[src/rtl/jtap_map.svh]
`ifndef JTAP_MAP_SVH
`define JTAP_MAP_SVH

`define JTAP_IR_LEN       4
`define JTAP_DR_LEN       32
`define JTAP_IR_CAPTURE   4'h1
`define JTAP_IR_RESET     4'hF
`define JTAP_IR_BYPASS    4'hF
`define JTAP_IR_DATA      4'h2
`define JTAP_PUD_BIT      0
`define JTAP_TCK_NS       80

`endif

[src/rtl/jtap_pkg.sv]
package jtap_pkg;

	typedef enum logic [3:0] {
		JTAP_RESET, JTAP_IDLE, JTAP_SEL_DR, JTAP_CAP_DR, JTAP_SH_DR, JTAP_EX1_DR,
		JTAP_PAU_DR, JTAP_EX2_DR, JTAP_UPD_DR, JTAP_SEL_IR, JTAP_CAP_IR, JTAP_SH_IR,
		JTAP_EX1_IR, JTAP_PAU_IR, JTAP_EX2_IR, JTAP_UPD_IR
	} jtap_state_t;

	typedef struct packed {
		logic tck;
		logic tms;
		logic tdi;
		logic trst_n;
	} jtap_pins_t;

	typedef struct packed {
		logic [31:0] data;
	} jtap_word_t;

endpackage

[src/rtl/jtap_port.sv]
`timescale 1ns/100ps
`include "jtap_map.svh"
// What this block does
// - Test logic runs on the system clock and steps on sampled test clock edges, which shift all serial data.
// - Mode select sampled on each rising test clock edge steps the TAP state machine.
// - Data-in bit captured on each rising test clock edge in shift-IR or shift-DR into the selected path.
// - Data output driven only in shift-IR or shift-DR, otherwise released.
// - Data output changes on the falling test clock edge.
// - Pull-up disable bit set turns off mode-select and data-in pad pull-ups.
module jtap_port import jtap_pkg::*; (
	input  wire logic       clk,
	input  wire logic       sys_rst,
	input  wire jtap_pins_t pins,
	input  wire logic [7:0] sysint_pullup_disable_reg,
	output logic            tdo_o,
	output logic            tdo_oe,
	output logic            tms_pullup_en,
	output logic            tdi_pullup_en,
	output logic            word_valid,
	input  wire logic       word_ready,
	output jtap_word_t      word_data,
	output logic [3:0]      ir_value,
	output jtap_state_t     tap_state
);

	logic [3:0]  tck_sync_reg;
	logic [1:0]  tms_sync_reg;
	logic [1:0]  tdi_sync_reg;
	logic [1:0]  trst_sync_reg;
	logic        tck_prev_reg;
	logic        tck_rise;
	logic        tck_fall;
	logic        trst_active;
	jtap_state_t state_reg;
	jtap_state_t state_next;
	logic [`JTAP_IR_LEN-1:0] ir_shift_reg;
	logic [`JTAP_IR_LEN-1:0] ir_reg;
	logic [`JTAP_DR_LEN-1:0] dr_shift_reg;
	logic        bypass_reg;
	logic        tdo_reg;
	logic        tdo_oe_reg;
	logic        ser_bit;
	logic        push_valid;
	logic        push_ready;
	jtap_word_t  buf_mem [2];
	logic        wr_ptr_reg;
	logic        rd_ptr_reg;
	logic [1:0]  count_reg;

	// Instruction decode shared by the shift path, the output mux and the push strobe.
	function automatic logic jtap_data_sel(input logic [`JTAP_IR_LEN-1:0] code);
		return code == `JTAP_IR_DATA;
	endfunction

	// Test data output is driven only while an instruction or data scan shifts.
	function automatic logic jtap_in_shift(input jtap_state_t st);
		return (st == JTAP_SH_IR) || (st == JTAP_SH_DR);
	endfunction

	// Pins come from another domain, so each passes two flops first.
	// The test reset stage resets to its active level, so the port holds in Test-Logic-Reset.
	always_ff @(posedge clk or posedge sys_rst) begin
		if (sys_rst) begin
			tck_sync_reg  <= 4'h0;
			tms_sync_reg  <= 2'h3;
			tdi_sync_reg  <= 2'h3;
			trst_sync_reg <= 2'h0;
		end else begin
			tck_sync_reg  <= {tck_sync_reg[2:0], pins.tck};
			tms_sync_reg  <= {tms_sync_reg[0], pins.tms};
			tdi_sync_reg  <= {tdi_sync_reg[0], pins.tdi};
			trst_sync_reg <= {trst_sync_reg[0], pins.trst_n};
		end
	end

	// The clock is delayed two more stages so mode and data are settled when its edge is seen.
	always_ff @(posedge clk or posedge sys_rst) begin
		if (sys_rst) begin
			tck_prev_reg <= 1'b0;
		end else begin
			tck_prev_reg <= tck_sync_reg[3];
		end
	end

	assign tck_rise    = tck_sync_reg[3] & ~tck_prev_reg;
	assign tck_fall    = ~tck_sync_reg[3] & tck_prev_reg;
	assign trst_active = ~trst_sync_reg[1];

	// All sixteen state codes are legal, so the case needs no default.
	always_comb begin
		state_next = state_reg;
		unique case (state_reg)
			JTAP_RESET:  state_next = tms_sync_reg[1] ? JTAP_RESET : JTAP_IDLE;
			JTAP_IDLE:   state_next = tms_sync_reg[1] ? JTAP_SEL_DR : JTAP_IDLE;
			JTAP_SEL_DR: state_next = tms_sync_reg[1] ? JTAP_SEL_IR : JTAP_CAP_DR;
			JTAP_CAP_DR: state_next = tms_sync_reg[1] ? JTAP_EX1_DR : JTAP_SH_DR;
			JTAP_SH_DR:  state_next = tms_sync_reg[1] ? JTAP_EX1_DR : JTAP_SH_DR;
			JTAP_EX1_DR: state_next = tms_sync_reg[1] ? JTAP_UPD_DR : JTAP_PAU_DR;
			JTAP_PAU_DR: state_next = tms_sync_reg[1] ? JTAP_EX2_DR : JTAP_PAU_DR;
			JTAP_EX2_DR: state_next = tms_sync_reg[1] ? JTAP_UPD_DR : JTAP_SH_DR;
			JTAP_UPD_DR: state_next = tms_sync_reg[1] ? JTAP_SEL_DR : JTAP_IDLE;
			JTAP_SEL_IR: state_next = tms_sync_reg[1] ? JTAP_RESET : JTAP_CAP_IR;
			JTAP_CAP_IR: state_next = tms_sync_reg[1] ? JTAP_EX1_IR : JTAP_SH_IR;
			JTAP_SH_IR:  state_next = tms_sync_reg[1] ? JTAP_EX1_IR : JTAP_SH_IR;
			JTAP_EX1_IR: state_next = tms_sync_reg[1] ? JTAP_UPD_IR : JTAP_PAU_IR;
			JTAP_PAU_IR: state_next = tms_sync_reg[1] ? JTAP_EX2_IR : JTAP_PAU_IR;
			JTAP_EX2_IR: state_next = tms_sync_reg[1] ? JTAP_UPD_IR : JTAP_SH_IR;
			JTAP_UPD_IR: state_next = tms_sync_reg[1] ? JTAP_SEL_DR : JTAP_IDLE;
		endcase
	end

	always_ff @(posedge clk or posedge sys_rst) begin
		if (sys_rst) begin
			state_reg <= JTAP_RESET;
		end else if (trst_active) begin
			state_reg <= JTAP_RESET;
		end else if (tck_rise) begin
			state_reg <= state_next;
		end
	end

	// Test-Logic-Reset reloads the instruction, so the port always comes up in bypass.
	always_ff @(posedge clk or posedge sys_rst) begin
		if (sys_rst) begin
			ir_shift_reg <= `JTAP_IR_CAPTURE;
			ir_reg       <= `JTAP_IR_RESET;
		end else if (trst_active || state_reg == JTAP_RESET) begin
			ir_reg <= `JTAP_IR_RESET;
		end else if (tck_rise) begin
			unique case (state_reg)
				JTAP_CAP_IR: ir_shift_reg <= `JTAP_IR_CAPTURE;
				JTAP_SH_IR:  ir_shift_reg <= {tdi_sync_reg[1], ir_shift_reg[`JTAP_IR_LEN-1:1]};
				JTAP_UPD_IR: ir_reg <= ir_shift_reg;
				default:     ir_shift_reg <= ir_shift_reg;
			endcase
		end
	end

	// Captured data words are the last shifted word, so a host can loop data back.
	always_ff @(posedge clk or posedge sys_rst) begin
		if (sys_rst) begin
			dr_shift_reg <= '0;
			bypass_reg   <= 1'b0;
		end else if (tck_rise) begin
			if (state_reg == JTAP_CAP_DR) begin
				bypass_reg <= 1'b0;
			end else if (state_reg == JTAP_SH_DR) begin
				if (jtap_data_sel(ir_reg)) begin
					dr_shift_reg <= {tdi_sync_reg[1], dr_shift_reg[`JTAP_DR_LEN-1:1]};
				end else begin
					// Any other instruction routes data through the one-bit bypass stage.
					bypass_reg <= tdi_sync_reg[1];
				end
			end
		end
	end

	// A word is offered once, on the rising edge that leaves Update-DR.
	assign push_valid = tck_rise && state_reg == JTAP_UPD_DR && jtap_data_sel(ir_reg);

	// Shift-IR reads the instruction shifter; otherwise the selected data path feeds out.
	always_comb begin
		if (state_reg == JTAP_SH_IR) begin
			ser_bit = ir_shift_reg[0];
		end else if (jtap_data_sel(ir_reg)) begin
			ser_bit = dr_shift_reg[0];
		end else begin
			ser_bit = bypass_reg;
		end
	end

	// The output moves only after a falling test clock edge is seen, four to five system clocks late, so the host
	// sees half a period less that delay of settled data before it samples on the next rise.
	always_ff @(posedge clk or posedge sys_rst) begin
		if (sys_rst) begin
			tdo_reg    <= 1'b0;
			tdo_oe_reg <= 1'b0;
		end else if (trst_active) begin
			tdo_oe_reg <= 1'b0;
		end else if (tck_fall) begin
			tdo_reg    <= ser_bit;
			tdo_oe_reg <= jtap_in_shift(state_reg);
		end
	end

	// The host cannot be stalled, so a word that arrives while both entries are full
	// is dropped; two entries ride out a consumer stall of one whole data scan.
	assign push_ready = (count_reg != 2'h2);
	assign word_valid = (count_reg != 2'h0);
	assign word_data  = buf_mem[rd_ptr_reg];

	always_ff @(posedge clk or posedge sys_rst) begin
		if (sys_rst) begin
			buf_mem[0] <= '0;
			buf_mem[1] <= '0;
			wr_ptr_reg <= 1'b0;
		end else if (push_valid && push_ready) begin
			buf_mem[wr_ptr_reg] <= jtap_word_t'(dr_shift_reg);
			wr_ptr_reg          <= ~wr_ptr_reg;
		end
	end

	always_ff @(posedge clk or posedge sys_rst) begin
		if (sys_rst) begin
			rd_ptr_reg <= 1'b0;
			count_reg  <= 2'h0;
		end else begin
			if (word_valid && word_ready) begin
				rd_ptr_reg <= ~rd_ptr_reg;
			end
			// A push and a pop in the same cycle leave the fill level unchanged.
			count_reg <= count_reg + 2'(push_valid && push_ready) - 2'(word_valid && word_ready);
		end
	end

	assign tdo_o         = tdo_reg;
	assign tdo_oe        = tdo_oe_reg;
	// Both input pads share the one test-port disable bit.
	assign tms_pullup_en = ~sysint_pullup_disable_reg[`JTAP_PUD_BIT];
	assign tdi_pullup_en = ~sysint_pullup_disable_reg[`JTAP_PUD_BIT];
	assign ir_value      = ir_reg;
	assign tap_state     = state_reg;

endmodule // jtap_port

[config.mk]
export PLATFORM = sky130hd
export DESIGN_NAME = jtap_port
export DESIGN_NICKNAME = d
export VERILOG_FILES = /design/src/rtl/jtap_pkg.sv /design/src/rtl/jtap_port.sv
export VERILOG_INCLUDE_DIRS = /design/src /design/src/rtl
export SDC_FILE = /design/constraint.sdc
export NUM_CORES = 1
export LEC_CHECK = 0
export BUFFER_PORTS_ARGS = -buffer_cell sky130_fd_sc_hd__buf_2
export CAP_MARGIN = 20
export CELL_PAD_IN_SITES_DETAIL_PLACEMENT = 1
export CELL_PAD_IN_SITES_GLOBAL_PLACEMENT = 1
export CORE_ASPECT_RATIO = 1.75
export CORE_MARGIN = 2
export CORE_UTILIZATION = 52
export DETAILED_ROUTE_END_ITERATION = 8
export PLACE_DENSITY_LB_ADDON = 0.1
export SETUP_SLACK_MARGIN = 0.02
export SYNTH_ARGS = -nofsm -noshare
export SYNTH_HDL_FRONTEND = slang
export SYNTH_SLANG_ARGS = --single-unit
[constraint.sdc]
create_clock -name clk -period 11.7 [get_ports clk]
set_input_delay 1.17 -clock clk [delete_from_list [all_inputs] [get_ports clk]]
set_output_delay 1.17 -clock clk [all_outputs]
set_load 0.1 [all_outputs]
# Word-level counts from Yosys, hierarchy flattened
# Cells that the tools add are included.
# W data, S select, Z words.
[op_classes]
n_lt_le_gt_ge = 3
n_mux = 32
n_addsub = 2
bitwise = 12
n_eq_ne = 20
n_reduce_logical = 21
[ops]
columns = ["cell", "n"]
rows = [
  ["$mux W32", 4],
  ["$bwmux W64", 1],
  ["$pmux W4 S12", 1],
  ["$mux W4", 9],
  ["$demux W32 S1", 1],
  ["$eq A4 B4 Y1 const B", 8],
  ["$eq A4 B3 Y1 const B", 4],
  ["$eq A4 B2 Y1 const B", 3],
  ["$mux W1", 10],
  ["$reduce_bool A2 Y1", 5],
  ["$not A1 Y1", 8],
  ["$pmux W4 S2", 1],
  ["$mux W2", 3],
  ["$mux W3", 2],
  ["$reduce_and A3 Y1", 2],
  ["$logic_and A1 B1 Y1", 5],
  ["$eq A4 B1 Y1 const B", 1],
  ["$ge A2 B2 Y1 const B", 2],
  ["$logic_not A4 Y1", 1],
  ["$ne A2 B1 Y1 const B", 2],
  ["$ne A2 B2 Y1 const B", 2],
  ["$not A1 Y2", 2],
  ["$reduce_and A2 Y1", 2],
  ["$reduce_and A4 Y1", 1],
  ["7 further kinds", 10],
]
[word_totals]
wordCells = 107
in_bits = 15
regBits = 126
output_inout_bits = 45

# Longest topological paths before layout
[depth]
ltp_word = 7
mapped_depth = 7
mapped_depth_nobuf = 7

# Worst setup path before layout
# Ideal clock, no wire load.
[synth_path]
path_type = "input-to-output"
startpoint = "input port sysint_pullup_disable_reg[0]"
endpoint = "output port tms_pullup_en"
arrival_ns = 2.184
path_slack_ns = 8.346
t_required_ns = 10.530
path_stages = 2
path_buffers = 1
cell_sequence = "inv_1 -> buf_4"
[synth_between]
elab_chain_cells = 1
[synth_lines]
columns = ["item", "line_no", "source"]
rows = [
  ["start: declaration", "jtap_port.sv:14", "input wire logic [7:0] sysint_pullup_disable_reg,"],
  ["$not A1 Y1", "jtap_port.sv:219", "assign tms_pullup_en = ~sysint_pullup_disable_reg[`JTAP_PUD_BIT];"],
  ["end: declaration", "jtap_port.sv:17", "output logic tms_pullup_en,"],
]
# No other way between the ends.

==> results.yml <==
status:
  outcome: "finished clean"
layout:
  area_growth_pct: 16.73
  fin_nets: 444
  drive_above_1_share: 0.5295
  n_antenna_cell: 0
  largest_reg_flops: 64
worst_setup_path:
  path_class: "flip-flop to primary output"
  cp-end-kind: "primary output"
  critPathMaxFanout: 32
  startpoint_type: "flip-flop"
  arrival_ps: 1910
  crit_required_ps: 10530
  r2r_setup_slack_ps: 9250
die:
  die-height_um: 140.4
  core_area_um2: 10300
  rows: 49
  start_util: 0.5366
  fp.dieArea_um2: 11500
  die_w_um: 81.93
  ioPinCount: 60
synthesis:
  yosysWarnings: 0
  mappedNetlistArea_um2: 5527
  async_flop_share: 1.000
  synth_cells: 376
  synth_flop_cell: "dfrtp_1"
  synth_edf_count: 0
  synth_nets: 393
  yosysSeqAreaShare: 0.5726
  avgSynthCellArea_um2: 14.70
  synth.distinct_cells: 48
  ys_seq_elements: 126
worst_hold_path:
  worstHoldPathType: "flip-flop to flip-flop"
sta:
  fin_worst_skew_ps: 7.012
  rsz0062_at_grt: "no"
  whs_ps: 352.4
  min_period_ps: 3079
  relSlewSlack: 0.3503
  slew_violations: 0
  worst_pin_slew_ps: 974.5
  fmax_mhz: 324.8
  setup_viol: 0
  hold_viol: 0
  period_share: 0.2632
  tns_ps: 0
power:
  power.density_nw_per_um2: 171.8
  power.total_w: 0.001108
  sw_frac_of_total: 0.2412
  p_sw_w: 0.0002674
  p_clk_frac: 0.493
  p_int_w: 0.0008410
  peakVddDrop_uv: 198.3
  pwr-share-comb: 0.096
  leakagePower_nw: 3.340
  power_frac_seq: 0.412
cts:
  cts_buffer_depth: 2
  root_buffer: "clkbuf_16"
  postCtsSetupRepairBufs: 0
  clk_pin_slew_worst_paths_ps: 50
  clk_latency_ps: 410
  cts_num_sinks: 126
  cts.htree.levels: 4
  cts.repair.resized: 0
  ctsHoldBuffers: 0
  cts_buffers: 17
  tritoncts: "done"
route:
  routedWlPerCell_um: 19.82
  ant_nets: 0
  finalWirelength_mm: 11.24
  vias_per_cell: 5.637
  drtPass1Iterations: 4
  drt_iter0_markers: 109
  num_vias: 3196
  route.detailed.drc: 0
grt:
  grt_max_degree: 79
  grt_pass1_vias: 3658
  grt-ovfl-total: 0
  grt_pass1_wl_mm: 18.62
  track_usage: 0.2161
  antenna_found_initial: 0
placed_design:
  globalplace.congestion: 0.7211
  io_buffer_count: 52
  hpwl_mm: 6.573
job:
  maxCapViolations: 0
-- metal layers --
layer,track usage,vias up,part of all wire
met5,0,-,0
met2,0.3804,48,0.56
met3,0.05928,12,0.030
li1,-,1439,-
met4,0.06667,0,0.011
met1,0.2488,1697,0.40
-- Yosys cell counts, types with 2 or more instances --
master      n  area [um2]
xnor2_1     3       26.28
mux2i_1     5       50.05
buf_2       3       15.01
clkbuf_1   13       48.80
o22ai_1     2       12.51
xor2_1      2       17.52
nand4_1     2       12.51
nand2b_1    2       12.51
nor2_1      5       18.77
o21ai_0     9       45.04
mux2_2     99        1115
and3_1      3       18.77
a31oi_1     3       18.77
nand2_1    18       67.56
nand3b_1    3       22.52
dfrtp_1   117        2928
inv_1       5       18.77
ha_1        2       25.02
buf_4       4       30.03
a21oi_1     2       10.01
mux2_4     30       450.4
nand3_1     3       15.01
nor2b_1     6       37.54
dfstp_2     9       236.5
buf_12      3       60.06
-- power groups by stage --
stage                     Sequential, W  Clock (W)  Combinational [W]
after floorplan                0.000467          0          0.0000815
after global placement         0.000463          0           0.000106
after detailed placement       0.000463          0           0.000110
after CTS                      0.000456   0.000557           0.000110
after global routing           0.000457   0.000575           0.000115
final                          0.000456   0.000546           0.000106
-- stage by stage --
stage          setup WS, ps  cell area (um2)  cells  utilization
3_5_place_dp           8787             5817    534       0.5647
2_1_floorplan          7189             5527    376            -
6_report               8621             6451    567       0.6263
4_1_cts                8571             6431    566       0.6244
3_3_place_gp           8802             5817    534       0.5647
5_1_grt                8553             6451    567       0.6263
-- area by class of cell --
cell class              instances  area (um2)
fillers                       994        3849
flip-flops and latches        126        3164
multi-input cells             220        2182
clock buffers                  20       446.7
repair buffers                 57       310.3
clock inverters                12       167.7
well taps                     127       158.9
inverters                       5       21.27
-- worst paths after layout --
check | startpoint | endpoint | cells after the start
worst max-delay path | rd_ptr_reg | word_data[3] | 3
worst min-delay path | tck_sync_reg[0] | tck_sync_reg[1] | 0
worst max register to register | tap_state[3] | buf_mem[3] | 5
worst min register to register | tck_sync_reg[0] | tck_sync_reg[1] | 0
max in group asynchronous | sys_rst | buf_mem[51] | 3
min in group asynchronous | sys_rst | buf_mem[37] | 2
-- placed cells by master (no fill, tap or decap), types with 2 or more instances in the layout --
| master | instances |
|---|---|
| xnor2_1 | 3 |
| nand2_1 | 18 |
| mux2_2 | 99 |
| clkinv_4 | 2 |
| a31oi_1 | 3 |
| xor2_1 | 2 |
| mux2_4 | 30 |
| a21oi_1 | 2 |
| dfrtp_1 | 117 |
| clkinv_2 | 6 |
| clkbuf_16 | 17 |
| o22ai_1 | 2 |
| mux2i_1 | 5 |
| nor2_1 | 4 |
| o21ai_0 | 9 |
| or2_2 | 2 |
| nand3b_1 | 3 |
| nand2b_1 | 2 |
| ha_1 | 2 |
| nor2b_1 | 6 |
| buf_2 | 52 |
| nand4_1 | 2 |
| buf_4 | 4 |
| clkbuf_1 | 2 |
| bufinv_16 | 4 |
| and3_1 | 3 |
| dfstp_2 | 9 |
| inv_1 | 4 |
| nand3_1 | 3 |
-- kinds of logic (layout without fill, tap and decap cells) --
family          Yosys count  after routing  share of synthesized area
mux                     134            134                     0.2923
simple gates             54             54                    0.05864
buf+inv                  30             94                    0.03396
xor+xnor                  5              5                   0.007925
compound gates           25             25                    0.03011
fa+ha+maj                 2              2                   0.004527
flops                   126            126                     0.5726
-- worst max-delay path: stages (launching register included) --
cell and delay (ps):
dfrtp_1 350, buf_4 420, mux2_2 410, buf_2 290
No activity file was read; power rests on OpenSTA's default activity.
